===== src/hdl/port_e_pkg.sv =====
package port_e_pkg;

	// ----------------------------------------
	// register indexes (byte address = 4 * index)
	// ----------------------------------------
	localparam logic [5:0] IDX_PD_DIR    = 6'h07;
	localparam logic [5:0] IDX_PE_DATA   = 6'h08;
	localparam logic [5:0] IDX_PE_DIR    = 6'h09;
	localparam logic [5:0] IDX_PE_ASSIGN = 6'h0A;
	localparam logic [5:0] IDX_MODE_CTRL = 6'h0B;
	localparam logic [5:0] IDX_PULL_CTRL = 6'h0C;
	localparam int         IDX_LSB       = 2;
	localparam logic [2:0] HSIZE_WORD    = 3'h2;

	// ----------------------------------------
	// operating modes
	// ----------------------------------------
	localparam logic [2:0] MODE_SPEC_SINGLE = 3'h0;
	localparam logic [2:0] MODE_SPEC_NARROW = 3'h1;
	localparam logic [2:0] MODE_PERIPHERAL  = 3'h2;
	localparam logic [2:0] MODE_SPEC_WIDE   = 3'h3;
	localparam logic [2:0] MODE_NORM_SINGLE = 3'h4;
	localparam logic [2:0] MODE_NORM_NARROW = 3'h5;
	localparam logic [2:0] MODE_NORM_WIDE   = 3'h7;

	// ----------------------------------------
	// assignment register fields
	// ----------------------------------------
	localparam int AUX_RESET_ENABLE_BIT = 7;
	localparam int PLL_TEST_ENABLE_BIT  = 6;
	localparam int QUEUE_STATUS_OUT_BIT = 5;
	localparam int NO_E_CLOCK_BIT       = 4;
	localparam int LOW_STROBE_BIT       = 3;
	localparam int RW_ENABLE_BIT        = 2;
	localparam logic [7:0] ASSIGN_MASK  = 8'hFC;

	// mode control fields, also at hwdata[10:8] of an assignment write
	localparam int EMULATE_D_BIT = 0;
	localparam int EMULATE_E_BIT = 1;
	localparam int INTERNAL_VISIBILITY_BIT      = 2;
	localparam int MODE_SHIFT    = 8;

	// ----------------------------------------
	// values after reset
	// ----------------------------------------
	localparam logic [7:0] ASSIGN_RST_SPECIAL = 8'h2C;
	localparam logic [7:0] ASSIGN_RST_PERIPH  = 8'h50;
	localparam logic [7:0] ASSIGN_RST_N_SCHIP = 8'h10;
	localparam logic [7:0] ASSIGN_RST_N_EXP   = 8'h00;
	localparam logic [7:0] PE_RST_NORM_NARROW = 8'h08;
	localparam logic [7:0] PE_RST_OTHER       = 8'h00;
	localparam logic [7:0] PD_DIR_RST         = 8'h00;
	localparam logic [2:0] MODE_CTRL_RST      = 3'h0;
	localparam logic       PULL_RST           = 1'b0;

	// ----------------------------------------
	// mode decoding
	// ----------------------------------------
	function automatic logic is_special(input logic [2:0] m);
		return !m[2];
	endfunction

	function automatic logic is_periph(input logic [2:0] m);
		return m == MODE_PERIPHERAL;
	endfunction

	function automatic logic is_single(input logic [2:0] m);
		return m[1:0] == 2'h0;
	endfunction

	function automatic logic is_wide(input logic [2:0] m);
		return m[1:0] == 2'h3 || m == 3'h6;
	endfunction

endpackage


===== src/hdl/pin_sync.sv =====
`timescale 1ns/1ns
`default_nettype none

// two-stage synchroniser for pin levels
module pin_sync #(
	parameter int WIDTH = 8
) (
	input  wire logic             clk,
	input  wire logic             rst_n,
	input  wire logic [WIDTH-1:0] d,
	output logic      [WIDTH-1:0] q
);

	logic [WIDTH-1:0] meta_q;

	// first stage feeds only the second
	always_ff @(posedge clk or negedge rst_n) begin
		if (!rst_n) begin
			meta_q <= '0;
			q      <= '0;
		end else begin
			meta_q <= d;
			q      <= meta_q;
		end
	end

endmodule

`default_nettype wire


===== src/hdl/port_e_bus_control_pin_mux.sv =====
// The implementer's own choice: register access over AHB-Lite.
`timescale 1ns/1ns
`default_nettype none

module port_e_bus_control_pin_mux (
	input  wire logic        hclk,
	input  wire logic        hresetn,
	input  wire logic        hsel,
	input  wire logic [31:0] haddr,
	input  wire logic [1:0]  htrans,
	input  wire logic        hwrite,
	input  wire logic [2:0]  hsize,
	input  wire logic [31:0] hwdata,
	input  wire logic        hready,
	output logic             hreadyout,
	output logic      [31:0] hrdata,
	output logic             hresp,
	input  wire logic [2:0]  mode_strap,
	input  wire logic [7:0]  pe_pin_in,
	output logic      [7:0]  pe_pin_out,
	output logic      [7:0]  pe_pin_oe,
	output logic      [7:0]  pe_pullup_en,
	output logic      [7:0]  pd_pin_oe,
	output logic             pd_visible_data_en,
	input  wire logic        queue_status_1,
	input  wire logic        queue_status_0,
	input  wire logic        bus_e_clock,
	input  wire logic        low_byte_strobe,
	input  wire logic        read_write_line,
	input  wire logic        pll_test_clk,
	output logic             aux_reset_req,
	output logic             maskable_int_in,
	output logic             nonmaskable_int_in,
	output logic             e_clock_in,
	output logic             e_clock_free_run,
	output logic             ext_bus_access
);

	// ----------------------------------------
	// mode decode
	// ----------------------------------------
	logic special;
	logic periph;
	logic single;
	logic wide;
	logic expanded;
	logic norm_exp;
	logic norm_narrow;
	logic spec_narrow;

	assign special     = port_e_pkg::is_special(mode_strap);
	assign periph      = port_e_pkg::is_periph(mode_strap);
	assign single      = port_e_pkg::is_single(mode_strap);
	assign wide        = port_e_pkg::is_wide(mode_strap);
	assign expanded    = !single && !periph;
	assign norm_exp    = expanded && !special;
	assign norm_narrow = norm_exp && !wide;
	assign spec_narrow = expanded && special && !wide;

	// ----------------------------------------
	// state
	// ----------------------------------------
	logic        init_q;
	logic [7:0]  pd_dir_q;
	logic [7:0]  pe_data_q;
	logic [7:0]  pe_dir_q;
	logic [7:0]  assign_q;
	logic [3:0]  first_q;
	logic [2:0]  mode_ctrl_q;
	logic        pull_q;
	logic [7:0]  pe_sync;
	logic        dp_q;
	logic        dp_wr_q;
	logic        dp_word_q;
	logic        dp_present_q;
	logic        dp_ext_q;
	logic [5:0]  dp_idx_q;
	logic        rd_done_q;
	logic [31:0] hrdata_q;

	logic emulate_d;
	logic emulate_e;
	logic internal_visibility;
	assign emulate_d = mode_ctrl_q[port_e_pkg::EMULATE_D_BIT];
	assign emulate_e = mode_ctrl_q[port_e_pkg::EMULATE_E_BIT];
	assign internal_visibility      = mode_ctrl_q[port_e_pkg::INTERNAL_VISIBILITY_BIT];

	logic aux_reset_enable;
	logic pll_test_enable;
	logic queue_status_out_enable;
	logic no_e_clock;
	logic low_strobe_enable;
	logic rw_enable;
	assign aux_reset_enable = assign_q[port_e_pkg::AUX_RESET_ENABLE_BIT];
	assign pll_test_enable = assign_q[port_e_pkg::PLL_TEST_ENABLE_BIT];
	assign queue_status_out_enable = assign_q[port_e_pkg::QUEUE_STATUS_OUT_BIT];
	assign no_e_clock = assign_q[port_e_pkg::NO_E_CLOCK_BIT];
	assign low_strobe_enable = assign_q[port_e_pkg::LOW_STROBE_BIT];
	assign rw_enable  = assign_q[port_e_pkg::RW_ENABLE_BIT];

	// pin levels cross into the bus clock
	pin_sync #(
		.WIDTH (8)
	) u_pe_sync (
		.clk   (hclk),
		.rst_n (hresetn),
		.d     (pe_pin_in),
		.q     (pe_sync)
	);

	// ----------------------------------------
	// map presence
	// ----------------------------------------
	logic pd_gpio;
	logic pe_in_map;
	assign pd_gpio   = !periph && !(expanded && wide) && !(spec_narrow && emulate_d);
	assign pe_in_map = !periph && !(expanded && emulate_e);

	function automatic logic reg_known(input logic [5:0] idx);
		return idx == port_e_pkg::IDX_PD_DIR || idx == port_e_pkg::IDX_PE_DATA ||
			idx == port_e_pkg::IDX_PE_DIR || idx == port_e_pkg::IDX_PE_ASSIGN ||
			idx == port_e_pkg::IDX_MODE_CTRL || idx == port_e_pkg::IDX_PULL_CTRL;
	endfunction

	logic [5:0] ap_idx;
	logic       ap_present;
	assign ap_idx = haddr[port_e_pkg::IDX_LSB +: 6];

	// which on-chip registers answer in the current mode
	always_comb begin
		ap_present = 1'b0;
		if (haddr[31:8] == 24'h000000) begin
			unique case (ap_idx)
				port_e_pkg::IDX_PD_DIR:    ap_present = pd_gpio;
				port_e_pkg::IDX_PE_DATA:   ap_present = pe_in_map;
				port_e_pkg::IDX_PE_DIR:    ap_present = pe_in_map;
				port_e_pkg::IDX_PE_ASSIGN: ap_present = !periph;
				port_e_pkg::IDX_MODE_CTRL: ap_present = 1'b1;
				port_e_pkg::IDX_PULL_CTRL: ap_present = 1'b1;
				default:                   ap_present = 1'b0;
			endcase
		end
	end

	// ----------------------------------------
	// bus slave
	// ----------------------------------------
	logic accept;
	logic wr_go;
	logic rd_stall;
	assign accept    = hsel && hready && htrans[1] && init_q;
	assign rd_stall  = dp_q && !dp_wr_q && !rd_done_q;
	assign hreadyout = init_q && !rd_stall;
	assign wr_go     = dp_q && dp_wr_q && dp_word_q && dp_present_q && hreadyout;
	assign hrdata    = hrdata_q;
	assign hresp     = 1'b0;
	assign ext_bus_access = dp_q && dp_ext_q;

	// address phase capture
	always_ff @(posedge hclk or negedge hresetn) begin
		if (!hresetn) begin
			dp_q         <= 1'b0;
			dp_wr_q      <= 1'b0;
			dp_word_q    <= 1'b0;
			dp_present_q <= 1'b0;
			dp_ext_q     <= 1'b0;
			dp_idx_q     <= 6'h00;
		end else if (hreadyout) begin
			dp_q         <= accept;
			dp_wr_q      <= hwrite;
			dp_word_q    <= hsize == port_e_pkg::HSIZE_WORD;
			dp_present_q <= ap_present;
			dp_ext_q     <= accept && reg_known(ap_idx) && !ap_present;
			dp_idx_q     <= ap_idx;
		end
	end

	function automatic logic wr_hit(input logic go, input logic [5:0] a, input logic [5:0] b);
		return go && a == b;
	endfunction

	// read data: one wait state, then from a register
	logic [31:0] rd_val;
	logic [7:0]  pe_gpio_oe;
	always_comb begin
		rd_val = 32'h00000000;
		if (dp_present_q) begin
			unique case (dp_idx_q)
				port_e_pkg::IDX_PD_DIR:    rd_val[7:0] = pd_dir_q;
				port_e_pkg::IDX_PE_DATA:   rd_val[7:0] = (pe_data_q & pe_gpio_oe) |
					(pe_sync & ~pe_gpio_oe);
				port_e_pkg::IDX_PE_DIR:    rd_val[7:0] = pe_dir_q;
				port_e_pkg::IDX_PE_ASSIGN: rd_val[7:0] = assign_q & port_e_pkg::ASSIGN_MASK;
				port_e_pkg::IDX_MODE_CTRL: rd_val[2:0] = mode_ctrl_q;
				port_e_pkg::IDX_PULL_CTRL: rd_val[0]   = pull_q;
				default:                   rd_val = 32'h00000000;
			endcase
		end
	end

	always_ff @(posedge hclk or negedge hresetn) begin
		if (!hresetn) begin
			rd_done_q <= 1'b0;
			hrdata_q  <= 32'h00000000;
		end else if (rd_stall) begin
			rd_done_q <= 1'b1;
			hrdata_q  <= rd_val;
		end else begin
			rd_done_q <= 1'b0;
		end
	end

	// ----------------------------------------
	// registers
	// ----------------------------------------
	// mode-dependent values load on the first edge after reset release
	always_ff @(posedge hclk or negedge hresetn) begin
		if (!hresetn) begin
			init_q <= 1'b0;
		end else begin
			init_q <= 1'b1;
		end
	end

	logic [7:0] pe_rst_val;
	logic [7:0] assign_rst_val;
	assign pe_rst_val = norm_narrow ? port_e_pkg::PE_RST_NORM_NARROW
		: port_e_pkg::PE_RST_OTHER;

	always_comb begin
		if (periph) begin
			assign_rst_val = port_e_pkg::ASSIGN_RST_PERIPH;
		end else if (special) begin
			assign_rst_val = port_e_pkg::ASSIGN_RST_SPECIAL;
		end else if (single) begin
			assign_rst_val = port_e_pkg::ASSIGN_RST_N_SCHIP;
		end else begin
			assign_rst_val = port_e_pkg::ASSIGN_RST_N_EXP;
		end
	end

	// port D and port E data and direction
	always_ff @(posedge hclk or negedge hresetn) begin
		if (!hresetn) begin
			pd_dir_q  <= port_e_pkg::PD_DIR_RST;
			pe_data_q <= port_e_pkg::PE_RST_OTHER;
			pe_dir_q  <= port_e_pkg::PE_RST_OTHER;
		end else if (!init_q) begin
			pe_data_q <= pe_rst_val;
			pe_dir_q  <= pe_rst_val;
		end else begin
			if (wr_hit(wr_go, dp_idx_q, port_e_pkg::IDX_PD_DIR))
				pd_dir_q <= hwdata[7:0];
			if (wr_hit(wr_go, dp_idx_q, port_e_pkg::IDX_PE_DATA))
				pe_data_q <= hwdata[7:0];
			if (wr_hit(wr_go, dp_idx_q, port_e_pkg::IDX_PE_DIR))
				pe_dir_q <= hwdata[7:0];
		end
	end

	// assignment register with per-bit write rules
	logic       wr_assign;
	logic [7:0] wd;
	logic       once_ok;
	assign wr_assign = wr_hit(wr_go, dp_idx_q, port_e_pkg::IDX_PE_ASSIGN);
	assign wd        = hwdata[7:0];

	always_ff @(posedge hclk or negedge hresetn) begin
		if (!hresetn) begin
			assign_q <= port_e_pkg::ASSIGN_RST_N_EXP;
			first_q  <= 4'h0;
		end else if (!init_q) begin
			assign_q <= assign_rst_val;
		end else if (wr_assign) begin
			first_q <= 4'hF;
			assign_q[port_e_pkg::AUX_RESET_ENABLE_BIT] <=
				wd[port_e_pkg::AUX_RESET_ENABLE_BIT];
			if (special && first_q[3])
				assign_q[port_e_pkg::PLL_TEST_ENABLE_BIT] <=
					wd[port_e_pkg::PLL_TEST_ENABLE_BIT];
			if (special ? first_q[2] : !first_q[2])
				assign_q[port_e_pkg::QUEUE_STATUS_OUT_BIT] <=
					wd[port_e_pkg::QUEUE_STATUS_OUT_BIT];
			if (!special)
				assign_q[port_e_pkg::NO_E_CLOCK_BIT] <=
					wd[port_e_pkg::NO_E_CLOCK_BIT];
			if (special ? first_q[1] : !first_q[1])
				assign_q[port_e_pkg::LOW_STROBE_BIT] <=
					wd[port_e_pkg::LOW_STROBE_BIT];
			if (special ? first_q[0] : !first_q[0])
				assign_q[port_e_pkg::RW_ENABLE_BIT] <=
					wd[port_e_pkg::RW_ENABLE_BIT];
		end
	end

	// mode control: own word, or second byte (hwdata[10:8]) of an assignment write
	always_ff @(posedge hclk or negedge hresetn) begin
		if (!hresetn) begin
			mode_ctrl_q <= port_e_pkg::MODE_CTRL_RST;
			pull_q      <= port_e_pkg::PULL_RST;
		end else begin
			if (wr_hit(wr_go, dp_idx_q, port_e_pkg::IDX_MODE_CTRL))
				mode_ctrl_q <= hwdata[2:0];
			else if (wr_assign)
				mode_ctrl_q <= hwdata[port_e_pkg::MODE_SHIFT +: 3];
			if (wr_hit(wr_go, dp_idx_q, port_e_pkg::IDX_PULL_CTRL))
				pull_q <= hwdata[0];
		end
	end

	// ----------------------------------------
	// pin multiplexing
	// ----------------------------------------
	logic [7:0] alt_sel;
	logic [7:0] alt_oe;
	logic [7:0] alt_val;

	// alternate roles override the direction bits
	always_comb begin
		alt_sel = 8'h03;
		alt_oe  = 8'h00;
		alt_val = 8'h00;
		if (aux_reset_enable)
			alt_sel[7] = 1'b1;
		if (queue_status_out_enable && !single) begin
			alt_sel[6] = 1'b1;
			alt_oe[6]  = 1'b1;
			alt_val[6] = queue_status_1;
			alt_sel[5] = 1'b1;
			alt_oe[5]  = 1'b1;
			alt_val[5] = queue_status_0;
		end else if (pll_test_enable && !single && !norm_exp) begin
			alt_sel[6] = 1'b1;
			alt_oe[6]  = 1'b1;
			alt_val[6] = pll_test_clk;
		end
		if (!no_e_clock) begin
			alt_sel[4] = 1'b1;
			alt_oe[4]  = !periph;
			alt_val[4] = bus_e_clock;
		end
		if (low_strobe_enable && !single && !norm_narrow) begin
			alt_sel[3] = 1'b1;
			alt_oe[3]  = 1'b1;
			alt_val[3] = low_byte_strobe;
		end
		if (rw_enable && !single) begin
			alt_sel[2] = 1'b1;
			alt_oe[2]  = 1'b1;
			alt_val[2] = read_write_line;
		end
	end

	// before the first edge the reset values drive the pins
	logic [7:0] pe_dir_eff;
	logic [7:0] pe_data_eff;
	assign pe_dir_eff  = init_q ? pe_dir_q : pe_rst_val;
	assign pe_data_eff = init_q ? pe_data_q : pe_rst_val;
	assign pe_gpio_oe  = pe_dir_eff & ~alt_sel;
	assign pe_pin_oe   = pe_gpio_oe | alt_oe;
	assign pe_pin_out  = (alt_val & alt_sel) | (pe_data_eff & ~alt_sel);

	// pullups on inputs only; pin 1 always pulled
	assign pe_pullup_en = {4'h0, pull_q && !pe_pin_oe[3], pull_q && !pe_pin_oe[2],
		1'b1, pull_q};

	// port D direction and visibility data path
	assign pd_pin_oe          = pd_gpio ? pd_dir_q : 8'h00;
	assign pd_visible_data_en = spec_narrow && emulate_d;

	// ----------------------------------------
	// pin roles toward the core
	// ----------------------------------------
	assign aux_reset_req      = aux_reset_enable && pe_sync[7];
	assign maskable_int_in    = pe_sync[1];
	assign nonmaskable_int_in = pe_sync[0];
	assign e_clock_in         = periph && !no_e_clock && pe_sync[4];
	assign e_clock_free_run   = single && !no_e_clock && internal_visibility;

endmodule

`default_nettype wire


===== config.mk =====
export PLATFORM = sky130hd
export DESIGN_NAME = port_e_bus_control_pin_mux
export DESIGN_NICKNAME = d
export VERILOG_FILES = /design/src/hdl/port_e_pkg.sv /design/src/hdl/pin_sync.sv /design/src/hdl/port_e_bus_control_pin_mux.sv
export SDC_FILE = /design/constraint.sdc
export NUM_CORES = 1
export LEC_CHECK = 0
export BUFFER_PORTS_ARGS = -buffer_cell sky130_fd_sc_hd__buf_2
export CORE_MARGIN = 5
export CORE_UTILIZATION = 48
export DETAILED_ROUTE_END_ITERATION = 8
export PLACE_DENSITY = 0.81
export SLEW_MARGIN = 20
export SYNTH_ARGS = -nofsm -noshare
export SYNTH_HDL_FRONTEND = slang
export SYNTH_SLANG_ARGS = --single-unit

===== constraint.sdc =====
create_clock -name hclk -period 2.1 [get_ports hclk]
set_input_delay 0.21 -clock hclk [delete_from_list [all_inputs] [get_ports hclk]]
set_output_delay 0.21 -clock hclk [all_outputs]
set_load 0.02 [all_outputs]

* After elaboration in Yosys (flattened, before gate mapping)
Index checks and enable logic that the tools add are counted.
** Storage, ports and cells
- Bits in registers :: 96
- Latch bits :: 0
- Bits in writable memories :: 0
- Memory bits (read-only) :: 0
- Bits of input ports :: 91
- Memories :: 0
** Operators by class
- Add/subtract/negate cells :: 0
- Multiply operators :: 0
- Divide/modulo/power cells :: 0
- Order comparisons :: 0
- Eq/ne operators :: 24
- Shift operators :: 0
- Mux-type cells :: 44
- Bitwise gates (word level) :: 10
- Reduce and logical (&&, ||, !) cells :: 81
** Operators by type and width (number)
- $mux W8 :: 10
- $eq A6 B4 Y1 const B :: 10
- $logic_and A1 B1 Y1 :: 44
- $and A8 B8 Y8 :: 4
- $logic_not A24 Y1 :: 1
- $mux W1 :: 24
- $pmux W5 S4 :: 1
- $logic_not A1 Y1 :: 19
- $not A8 Y8 :: 2
- $or A8 B8 Y8 :: 2
- $ne A2 B1 Y1 const B :: 7
- $reduce_and A2 Y1 :: 7
- $eq A6 B3 Y1 const B :: 2
- $mux W6 :: 2
- $pmux W2 S5 :: 1
- $and A7 B8 Y8 :: 1
- $or A8 B7 Y8 :: 1
- $eq A3 B2 Y1 const B :: 2
- $logic_or A1 B1 Y1 :: 6
- $mux W3 :: 2
- $mux W5 :: 1
- $pmux W1 S5 :: 1
- $mux W4 :: 1
- $pmux W1 S4 :: 1
- 6 further kinds :: 7

* Longest topological paths before layout
Gate-level depths: netlist of the first run.
- Word-level depth :: 15
- Depth in mapped cells :: 7
- Mapped depth without buffers :: 6

* Cells and area by module
A second synthesis of the first run with hierarchy kept.
** Second synthesis, totals
- Cell total of the unflattened synthesis :: 391
- Area, all modules :: 3709.8 um^2
** Modules (own cells, without submodules)
- port_e_bus_control_pin_mux :: times used 1, cells each 375, area an instance 3309.4 um^2, seq. area each 1351.3 um^2
- pin_sync :: times used 1, cells each 16, area an instance 400.4 um^2, seq. area each 400.4 um^2

* Worst setup path after synthesis of the first run
No wires, ideal clock.
- Path kind :: input to output
- From :: input mode_strap[1]
- To :: output pe_pullup_en[3]
- Arrival time :: 1707 ps
- Slack :: 183 ps
- Stages on the path :: 7
- Cell sequence :: clkbuf_1 or2_2 clkbuf_1 nand2_1 nor2_1 a211o_1 nor2_1
** On the way
- Word-level cells in the longest chain between the ends :: 13
- Elaborated cells on any way between the ends :: 22
- Classes of those cells :: 3 x eq/ne; 3 x mux; 3 x bitwise; 13 x reduce/logical
** Ends and longest elaborated chain
- start: declaration :: RTL line port_e_bus_control_pin_mux.sv:18 : input wire logic [2:0] mode_strap,
- $eq A3 B2 Y1 / $logic_not A2 Y1 (equally long branches) :: RTL line port_e_pkg.sv:64, port_e_pkg.sv:68
- $logic_not A1 Y1, on equally long branches :: RTL line port_e_bus_control_pin_mux.sv:55, port_e_bus_control_pin_mux.sv:342
- $logic_and A1 B1 Y1 :: RTL line port_e_bus_control_pin_mux.sv:55 : assign expanded = !single && !periph;
- $logic_and A1 B1 Y1 :: RTL line port_e_bus_control_pin_mux.sv:56 : assign norm_exp = expanded && !special;
- $logic_and A1 B1 Y1 :: RTL line port_e_bus_control_pin_mux.sv:57 : assign norm_narrow = norm_exp && !wide;
- $logic_not A1 Y1 :: RTL line port_e_bus_control_pin_mux.sv:342 : if (low_strobe_enable && !single && !norm_narrow) begin
- $logic_and A1 B1 Y1 :: RTL line port_e_bus_control_pin_mux.sv:342
- $mux W1 :: RTL line port_e_bus_control_pin_mux.sv:342
- $not A8 Y8 :: RTL line port_e_bus_control_pin_mux.sv:359 : assign pe_gpio_oe = pe_dir_eff & ~alt_sel;
- $and A8 B8 Y8 :: RTL line port_e_bus_control_pin_mux.sv:359
- $or A8 B7 Y8 (*) :: RTL line port_e_bus_control_pin_mux.sv:360 : assign pe_pin_oe = pe_gpio_oe | alt_oe;
- named net pe_pin_oe[3] :: RTL line port_e_bus_control_pin_mux.sv:21 : output logic [7:0] pe_pin_oe,
- $logic_not A1 Y1 (*) :: RTL line port_e_bus_control_pin_mux.sv:364 : assign pe_pullup_en = {4'h0, pull_q && !pe_pin_oe[3], pull_q && !pe_pin_oe[2],
- $logic_and A1 B1 Y1 (*) :: RTL line port_e_bus_control_pin_mux.sv:364
- end: declaration :: RTL line port_e_bus_control_pin_mux.sv:22 : output logic [7:0] pe_pullup_en,
The timed path passes the listed nets; every way through them passes the cells marked *.

* Worst setup path in the final report of the first run
- From :: register dp_idx_q[5]
- To :: register hrdata_q[4], in the netlist hrdata[4]
** On the way
- Word-level cells in the longest chain between the ends :: 3
- Elaborated cells on any way between the ends :: 6
- Classes of those cells :: 4 x eq/ne; 2 x mux
** Ends and longest elaborated chain
- start: declaration :: RTL line port_e_bus_control_pin_mux.sv:77 : logic [5:0] dp_idx_q;
- start signal: assignment :: RTL line port_e_bus_control_pin_mux.sv:174 : dp_idx_q <= ap_idx;
- $eq A6 B4 Y1 / $eq A6 B3 Y1 (equally long branches) :: RTL line port_e_bus_control_pin_mux.sv:188 : unique case (dp_idx_q)
- $pmux W5 S4 (*) :: RTL line port_e_bus_control_pin_mux.sv:188
- $mux W8 (*) :: RTL line port_e_bus_control_pin_mux.sv:187 : if (dp_present_q) begin
- end signal: assignment :: RTL line port_e_bus_control_pin_mux.sv:207 : hrdata_q <= rd_val;
- end: declaration :: RTL line port_e_bus_control_pin_mux.sv:79 : logic [31:0] hrdata_q;
Mark *: on every way between the ends. The rest lies on a longest branch, timed or not.
A chain may end at the register's enable or synchronous reset.

==> run summary, run 1 <==
The final setup violation count came out at 0. The register clock-pin slew on the reported worst setup and hold paths came out at 0.07 ns. The maximum cell stage delay along the critical path came out at roughly 0.59 ns. The total area inside the core boundary comes to about 7700 um^2. The areal power density over the cells is between 600 and 700 nW/um^2.

The tightest min-delay check is of the input pin to register type. After synthesis, the share of cell area in mux cells is around 8.3%. The count of vias placed by the detailed router is between 3000 and 4000. In the layout the commonest cells are buf_2, dfrtp_1, nand2_1. The detailed router used layers up to and including met4.

The number of failing hold endpoints at the final stage is 0. The number of nets in the layout is 613. The worst setup path is launched from a register.

The post-route clock skew came out at around 0.0066 ns. The total length of routed met2 wires came out at between 5000 and 6000 um. The worst reg-to-reg path cell count is 5. The initial antenna violation count is 0. The total standard cell area after synthesis came out at about 3800 um^2. The relative slew slack came out at between 60% and 70%.

The sum of negative setup slack is 0 ns. The critical-path maximum fanout came out at 11. The post-CTS setup buffer count came out at 0. The tool flagged a number of max-cap violations equal to 0. The count of synthesis-stage warnings from yosys came out at 0. The count of buffers added on input and output ports is approximately 110.

The critical path goes through or4b_4 > nor3_1 > buf_4 > a222oi_1 > a31oi_1. Wire segments on met3 add up to around 910 um in the final route. The buffer and inverter count on the worst path is 1.

The endpoint required time on the critical path is between 2 and 2.5 ns. The worst setup path is captured at a register. Global routing finished with a remaining overflow of 0. The critical path is of the register to register type.

The number of placement rows came out at 32. The worst path uses 96.5% of the clock period. TritonCTS built the clock tree.

The remaining number of nets flagged by the antenna check after routing came out at 0. On the critical path the largest part of the delay comes from simple AND/OR/NAND/NOR gates. The post-synthesis compound-gate area fraction came out at between 10 and 15%.

Of the total synthesized cell area, the portion taken by full adders, half adders and majority gates is less than 1%. The clock net in this run drives a total of 70 sinks. The final layout contains routed wiring with a total length of around 11000 um.

The number of synthesized register bits is 70. The cell count of the worst hold path came out at 2. The detailed router finished its first iteration with 314 violations.

The maximum VDD drop came out at between 400 and 500 uV. The effective utilization at floorplan is 49.1%. The share of synthesized flip-flops with an asynchronous set or reset is 100%. The fraction of layout instances using a drive strength above 1 is about 32%. The clock tree root driver cell is clkbuf_8. The residual DRC count came out at 0. The half-perimeter wire length after detailed placement came out at roughly 8000 um. The run finished with clean final reports. Clock tree synthesis inserted a total of 9 buffers. The area fraction in and, or, nand and nor cells after synthesis came out at 21.6%.

For this block, wires on met1 add up to 4260 um. Setup repair after global routing left no endpoint under its margin. Counting I/O delays and the setup requirement, the final critical path takes 2.03 ns. The worst path setup slack after routing is approximately 0.074 ns. After Yosys synthesis, XOR and XNOR cells account for less than 1% of the synthesized area. The maximum number of pins on one net before global-route repair is 71. The later pin in the worst-skew pair is clocked with a latency of between 0.3 and 0.4 ns.

The worst hold path terminates at dp_wr_q. By area, the combinational part of the netlist is dominated by simple AND/OR/NAND/NOR gates. The number of global-route vias before repair was around 3400. The most common cell after layout, fill and taps aside is buf_2.

The number of max-slew violations in the final report came out at 0. The total I/O pin count came out at 164. The startpoint identified for the worst register-to-register timing path is dp_idx_q[5]. The transition time of the tightest slew-check pin came out at between 0.5 and 0.6 ns. The pre-antenna-repair detailed-routing pass consisted of 5 iterations. The first-pass GRT wire length came out at 16700 um. The number of H-tree branching levels is 3.

The number of library cell types mapped by synthesis is between 50 and 60. The synthesized instance count came out at around 400. The horizontal extent of the die is between 90 and 100 um. After detailed routing, the average wire length per cell comes to around 17 um.

The reg-to-reg endpoint is hrdata[4]. The global router's overall resource usage is a little over a fifth. On the critical path, the stage with the largest delay is an instance of or4b_4. Relative to the synthesized area, the layout overhead comes to 23.3%. The worst-case setup slack after placement came out at 0.108 ns. The number of enable flip-flop cells after synthesis came out at 0.

The area enclosed by the die boundary came out at about 9800 um^2. The floorplan die height came out at between 90 and 100 um. The standby leakage power is about 2.3 nW. In this run the deepest clock path goes through 2 buffers. The maximum clock rate came out at approximately 500 MHz. The mean instance size in the synthesized netlist came out at 9.58 um^2. The sequential element share of the synthesized area is roughly 46%.

The worst hold path begins at hwrite. Among all flip-flop cells after synthesis, the most frequent one is dfrtp_1. The antenna diode count came out at 0. The worst register-to-register path has a setup slack of roughly 0.074 ns. The congestion estimate from routability-driven global placement came to ~0.89. The critical path arrival is ~2.3 ns.

In the routed layout, each cell is associated on average with a via count of between 5 and 6.
==> flip-flops by register name (all words and copies together), names as in the netlist <==
name              count
dp_q                  1
init_q                1
u_pe_sync.meta_q      8
dp_word_q             1
dp_wr_q               1
hrdata                8
pe_dir_q              8
pe_data_q             6
rd_done_q             1
assign_q              6
dp_ext_q              1
pull_q                1
dp_present_q          1
first_q               1
mode_ctrl_q           3
u_pe_sync.q           8
dp_idx_q              6
pd_dir_q              8
==> metal layers <==
layer | GRT usage (%) | vias to the layer above
met3 | 6.09 | 28
met2 | 35.1 | 164
met5 | 0 | -
li1 | - | 1589
met4 | 8.51 | 0
met1 | 27.5 | 1632
==> repair_timing <==
action	in CTS	in global routing
hold buffers	9	0
hold endpoints to repair	78	0
gates resized for setup	1	2
endpoints found under the setup margin	1	2
pin swaps	0	0
==> worst max-delay path by stage <==
stage | startpoint | endpoint | slack (ns) | cells past startpoint
4_1_cts | init_q | pe_pin_out[6] | 0.08 | 7
3_5_place_dp | dp_idx_q[5] | pe_dir_q[3] | 0.11 | 5
5_1_grt | init_q | pe_pin_out[6] | 0.008 | 7
3_3_place_gp | dp_idx_q[5] | assign_q[5] | 0.15 | 5
2_1_floorplan | mode_strap[1] | pe_pullup_en[3] | 0.18 | 7
6_report | dp_idx_q[5] | hrdata[4] | 0.07 | 5
==> final cells by class <==
| cell class | count | area, um^2 |
|---|---|---|
| Tap cell | 102 | 128 |
| Fill cell | 653 | 3050 |
| Sequential cell | 70 | 1750 |
| Clock inverter | 5 | 33.8 |
| Clock buffer | 11 | 151 |
| Timing Repair Buffer | 133 | 774 |
| Multi-Input combinational cell | 297 | 1800 |
| Inverter | 10 | 37.5 |
==> kinds of logic after synthesis <==
group,after synthesis
other,2
AOI/OAI and AO/OA,75
buffers and inverters,62
xor gates and xnor gates,1
muxes,29
DFF,70
adders and majority gates,1
and+or+nand+nor,156
==> Yosys cell counts, types with 8 or more instances <==
cell       n  share of area, %
mux2i_1    8               2.1
buf_4     35               6.9
nand2_1   57               5.6
a21boi_0  13               2.6
nor2_1    13               1.3
mux2_2    21               6.2
inv_1     10              0.99
clkbuf_1  13               1.3
dfrtp_1   70                46
and2_1    11               1.8
nand3_1   32               4.2
o21ai_0   16               2.1
a21oi_1   12               1.6
==> where the power goes <==
part	leakage (nW)	internal [mW]	switching, mW	total [mW]
clock	0.0913	0.490	0.530	1.02
combinational	1.35	0.218	0.331	0.550
sequential	0.874	1.41	0.0568	1.47
total	2.32	2.12	0.919	3.04
==> stage by stage <==
stage	cell area, um^2	total power, mW	instances	util, %	hold WS (ns)
after floorplan	3920	1.84	429	-	-0.0856
after global placement	4390	2.01	603	56.9	0.257
after detailed placement	4390	2.02	603	56.9	0.264
after CTS	4670	3.04	628	60.5	0.0951
after global routing	4680	3.16	628	60.5	0.0927
final	4680	3.04	628	60.5	0.0990
Note: power is estimated with default switching activity, not from simulation.
==> inputs of run 2 (changes only) <==
PLACE_DENSITY = 0.85   (was 0.81)
==> run 2 against run 1 <==
Effect of this change: first-iteration DRC count decreased by 0.96%; worst hold slack worse by 0.013 ns; via count up 1.7%; sequential cell count is the same; sequential power about the same; critical path type unchanged; largest cell class unchanged.
==> run summary, run 2 (synthesis results as in run 1) <==
The floorplan step set the die width to 98.9 um. The critical path startpoint category is a register. The number of buffers created by CTS is 9. The area enclosed by the die boundary came out at between 9000 and 10000 um^2. The clock passes through at most 2 buffers. Clock-pin slew was measured on the worst setup and hold paths at ~0.080 ns.

The placed instances occupy a cell area of 4390 um^2. The post-layout instance area came out at approximately 4800 um^2. At the worst endpoint, the required time is 2.38 ns.

The remaining number of nets flagged by the antenna check after routing came out at 0. The first-pass GRT wire length is 17000 um. In the layout the commonest cells are buf_2, dfrtp_1, nand2_1. The final hold slack came out at a little under 0.09 ns. The number of global-route vias before repair is between 3000 and 4000. The critical-path maximum fanout came out at 6. The initial antenna violation count is 0. The area taken by flip-flops and latches came out at ~1800 um^2. The number of failing hold endpoints at the final stage is 0. The final setup violation count is 0. For this run, design rule violations remaining after detail routing come to 0. The layout-stage area growth over the synthesis result is 25.5%. The areal power density over the cells came out at roughly 730 nW/um^2. The clock tree synthesis step divided the H-tree into 3 levels. Routability-driven placement finished with a final weighted congestion of about 0.9. In this run the tightest slew margin relative to its limit is 58.6%. The time the worst path needs with I/O delays and setup is between 2 and 2.5 ns.

Dividing the final minimum period by the clock period gives 96.7%. The count of vias placed by the detailed router is between 3000 and 4000. The first detailed-routing pass ran for 5 iterations. For the final routed database, the setup TNS stands at 0 ns. The effective utilization at floorplan is ~50%.

The post-CTS setup buffer count came out at 0. For this design, the sink count on the clock tree is 70. The number of max-slew violations in the final report is 0. The run finished with clean final reports. The via density per instance came out at between 5 and 6. By startpoint and endpoint, the worst setup path is classified as register to register.

The insertion delay to the later sink of the worst-skew pair is around 0.37 ns. After legalization and detailed placement, the total HPWL measured 7750 um. The fill cell instance count of the final layout came out at approximately 630.

The number of nets in the layout is 613. The antenna diode count came out at 0. TritonCTS built the clock tree.

The floorplan die height came out at between 90 and 100 um. The global router's overall resource usage is about 22%. The routed wire length came out at 10600 um. Across the run, the number of max-cap violations was 0. After global routing the overflow that remains totals 0. The standby leakage power came out at between 2 and 2.5 nW.

The core region area came out at 7730 um^2. The end-of-flow core utilization came out at approximately three fifths. The transition time of the tightest slew-check pin came out at just over 0.6 ns.

The post-route netlist has between 30% and 40% of its cells at a drive strength greater than 1. STA classifies the critical path endpoint as a register. In the final layout, the multi-input gates occupy 1810 um^2. For this run, the top clock speed supported by timing is 492 MHz. The cell sitting at the root of the clock tree is a clkbuf_8. The critical path arrival came out at about 2.3 ns.

During placement, the flow inserted port buffers numbering 105. The maximum number of pins on one net before global-route repair is 71. The maximum VDD drop came out at 400 uV. The final routed wire length divided by cell count is 16.9 um. The floorplan has 32 rows. Setup repair after global routing could not meet its margin everywhere. The DRC violation total after the first TritonRoute iteration is between 300 and 400. The library cell used most frequently in the layout, excluding fill and tap cells, is buf_2. The post-route clock skew is between 0.01 and 0.015 ns. The total I/O pin count came out at between 150 and 200. The worst min-delay path category is input pin to register.
[run 2: worst paths after layout]
path | startpoint | endpoint | slack (ns) | cells past startpoint
worst max-delay path | dp_idx_q[5] | assign_q[2] | 0.07 | 5
worst min-delay path | hsize[1] | dp_word_q | 0.09 | 3
worst max register to register | dp_idx_q[5] | assign_q[2] | 0.07 | 5
worst min register to register | u_pe_sync.meta_q[5] | u_pe_sync.q[5] | 0.35 | 0
max in group asynchronous | hresetn | u_pe_sync.meta_q[2] | 1.38 | 3
min in group asynchronous | hresetn | u_pe_sync.q[5] | 0.38 | 3
[run 2: per-stage QoR]
step / worst slack (ns) / cells / power [mW]
2_1_floorplan: 0.183 / 429 / 1.84
3_3_place_gp: 0.150 / 603 / 2.00
3_5_place_dp: 0.0997 / 603 / 2.02
4_1_cts: 0.00500 / 628 / 3.47
5_1_grt: -0.00988 / 628 / 3.59
6_report: 0.0691 / 628 / 3.46
[run 2: worst max-delay path, cell delays in order (launching register included)]
cell and delay [ns]:
dfrtp_1 0.43, or4b_4 0.59, or4_4 0.55, nor2_4 0.17, nand3_1 0.10, o211ai_1 0.10
[run 2: where the power goes]
part,switching [mW],internal [mW]
Sequential,0.0605,1.41
Clock,0.536,0.909
Combinational,0.326,0.216
[run 2: cell type report]
class                   instances  share of cell area, %
well taps                     102                   2.68
repair buffers                133                   16.2
flip-flops and latches         70                   36.8
inverters                      10                  0.788
clock inverters                 6                   2.81
clock buffers                  10                   2.68
multi-input cells             297                   38.1
[run 2: timing repair]
action | in CTS | in global routing
endpoints found under the setup margin | 1 | 2
hold buffers | 9 | 0
endpoints found under the hold margin | 78 | 0
resized for setup | 2 | 2
[run 2: routing by layer]
| layer | share of wire [%] | vias to the layer above | wire length (um) | global-route usage [%] |
|---|---|---|---|---|
| li1 | - | 1588 | - | - |
| met1 | 40 | 1633 | 4190 | 28.5 |
| met2 | 47 | 214 | 4950 | 34.9 |
| met3 | 11 | 36 | 1180 | 6.86 |
| met4 | 2.7 | 0 | 287 | 7.35 |
| met5 | 0 | - | 0 | 0 |
==> inputs of run 3 (changes only) <==
CORE_ASPECT_RATIO = 1.4   (was unset)
MAX_ROUTING_LAYER = met4   (was unset)
==> run 3 against run 2 <==
Effect of this change: clock power down 26%; register-to-register slack better by 0.02 ns; utilization shrank 0.49 points; critical endpoint unchanged; clock skew fell by 0.0085 ns; non-clock buffer count grew 3; critical path depth unchanged; power is 10% lower; final area is 0.50% lower; worst setup slack gained 0.020 ns.
==> run summary, run 3 (synthesis results as in run 1) <==
At the worst endpoint, the arrival time is approximately 2.3 ns. The quantity of I/O buffers inserted on ports is between 100 and 150. The clock net in this run drives a total of 70 sinks. The routed wire length came out at between 10000 and 15000 um.

The worst min-delay path category is input pin to register. The number of buffers created by CTS came out at 9. The maximum number of pins on one net before global-route repair came out at just over 70. The design draws roughly 3.1 mW. The clock passes through at most 2 buffers. The register clock-pin slew on the reported worst setup and hold paths is about 0.070 ns.

On the worst path, the slowest cell contributes a delay of ~0.57 ns. The number of placement rows is 38. The global route total overflow is 0. Hold timing on the final database bottoms out at a slack of ~0.089 ns. The core region is between 7000 and 8000 um^2. The first-pass GRT wire length came out at between 15000 and 20000 um.

The post-route clock skew is 0.00440 ns. After filler insertion, the fill cell instance count of the layout stands at between 600 and 700. The first-pass iteration count of the detailed router is 5. The critical-path maximum fanout came out at 6.

The later pin in the worst-skew pair is clocked with a latency of between 0.3 and 0.4 ns. The number of H-tree branching levels came out at 3. The areal power density over the cells is ~660 nW/um^2. The half-perimeter wire length after detailed placement came out at 7950 um.

Relative to the synthesized area, the layout overhead comes to 24.9%. The critical path endpoint category is a register. The non-filler instance count after layout is between 600 and 700.

In this run the vertical extent of the chip is roughly 120 um. The global router's overall resource usage came out at 22.9%. The worst setup path is launched from a register.

Walking the worst path, the cells encountered are or4b_4 > or4_4 > nor2_4 > nand3_1 > o211ai_1. Leaving out fill and tap cells, the most frequent cell in the layout is buf_2. The top cell types in the final layout, fill and taps aside, are buf_2, dfrtp_1, nand2_1. The count of vias placed by the detailed router came out at 3439. The buffer and inverter count on the worst path came out at 0. TritonCTS built the clock tree. The antenna diode count is 0. The max-cap violation count is 0. The remaining number of nets flagged by the antenna check after routing is 0. The post-CTS setup buffer count is 0.

The final setup violation count is 0. The worst path needs 2.01 ns of the cycle, external delays included. The final routed wire length divided by cell count came out at roughly 17 um. The total I/O pin count came out at approximately 160. The number of max-slew violations in the final report is 0. On the critical path the largest part of the delay comes from simple AND/OR/NAND/NOR gates. For this design, the slowest cell found on the critical path is or4b_4. The number of global-route vias before repair is 3425.

The standby leakage power came out at 2.35 nW. In this run, placement finished with an instance count of 604. The end-of-flow core utilization is 61.1%.

Using the TritonRoute via totals, the vias-per-cell ratio works out to about 5.5. The number of failing hold endpoints at the final stage came to 0. The area enclosed by the die boundary came out at slightly below 10000 um^2. The fraction of layout instances using a drive strength above 1 is 33.3%. The final estimated routing congestion in global placement is slightly above 0.9.

The final critical-path share of the clock period is a little over nine tenths. The worst-case IR drop observed on VDD is roughly 540 uV. After the first detailed-routing iteration, the DRC count stood at 325. The worst setup path is of the register to register kind. The initial antenna violation count was 0.

The horizontal extent of the die came out at 85.1 um. OpenSTA, run right after detailed placement, puts the worst setup slack at ~0.062 ns. The worst path setup slack after routing is 0.0892 ns.

At the pin with the least slew margin, the transition time is roughly 0.59 ns. The effective utilization at floorplan is 49.0%. The number of nets in the layout is 616.

The flow ran to the end, and the final reports show no timing, DRC or antenna violations. The maximum clock rate is 497 MHz. The residual DRC count came out at 0. The endpoint required time on the critical path came out at 2.37 ns. Headroom to the max-slew limit came out at around three fifths. The clock tree root driver cell is clkbuf_8.
[run 3: cell types whose count changed in the layout (fill, tap and decap cells not counted), sizes merged]
cell,before,now
clkbuf,10,14
buf,124,127
clkinvlp,0,1
bufinv,4,0
clkinv,2,1
[run 3: repair_timing]
| item | 4_1_cts | 5_1_grt |
|---|---|---|
| gates resized for setup | 2 | 6 |
| hold buffers | 9 | 0 |
| endpoints found under the hold margin | 78 | 0 |
| setup endpoints to repair | 1 | 14 |
[run 3: power by group]
group / switching, mW / internal (mW) / total, mW
Clock: 0.495 / 0.588 / 1.08
Combinational: 0.334 / 0.225 / 0.558
Sequential: 0.0557 / 1.41 / 1.47
[run 3: final timing paths]
path	start	end	slack [ns]	cells past startpoint
setup reg to reg	dp_idx_q[4]	assign_q[2]	0.09	5
min in group asynchronous	hresetn	u_pe_sync.q[4]	0.40	3
setup / recovery	dp_idx_q[4]	assign_q[2]	0.09	5
hold reg to reg	u_pe_sync.meta_q[2]	u_pe_sync.q[2]	0.35	0
max in group asynchronous	hresetn	pe_dir_q[6]	1.35	3
hold / removal	hwrite	dp_wr_q	0.09	2
[run 3: layout make-up]
cell class	instances	area [um^2]	area share (%)
multi-input combinational	297	1810	38.1
sequential	70	1750	37.0
clock buffer	14	193	4.07
timing repair buffer	136	810	17.1
clock inverter	2	12.5	0.264
tap	100	125	2.64
inverter	10	37.5	0.792
[run 3: layer usage]
layer / track usage, % / vias to the layer above / wire, um
li1: - / 1592 / -
met1: 27.0 / 1661 / 4080
met2: 36.4 / 149 / 5390
met3: 3.58 / 37 / 763
met4: 14.3 / 0 / 478
met5: - / - / 0
[run 3: worst reg2reg max path: cells and delay by family, from the launching register on]
family           cells  cell delay (ns)
AND/OR/NAND/NOR      4             1.40
flip-flops           1             0.44
AO/OA/AOI/OAI        1             0.10
[run 3: through the flow]
step	TNS [ns]	area [um^2]
global route	-0.0442	4740
CTS	0	4710
detailed placement	0	4410
global placement	0	4410
floorplan	0	3920
finish	0	4740
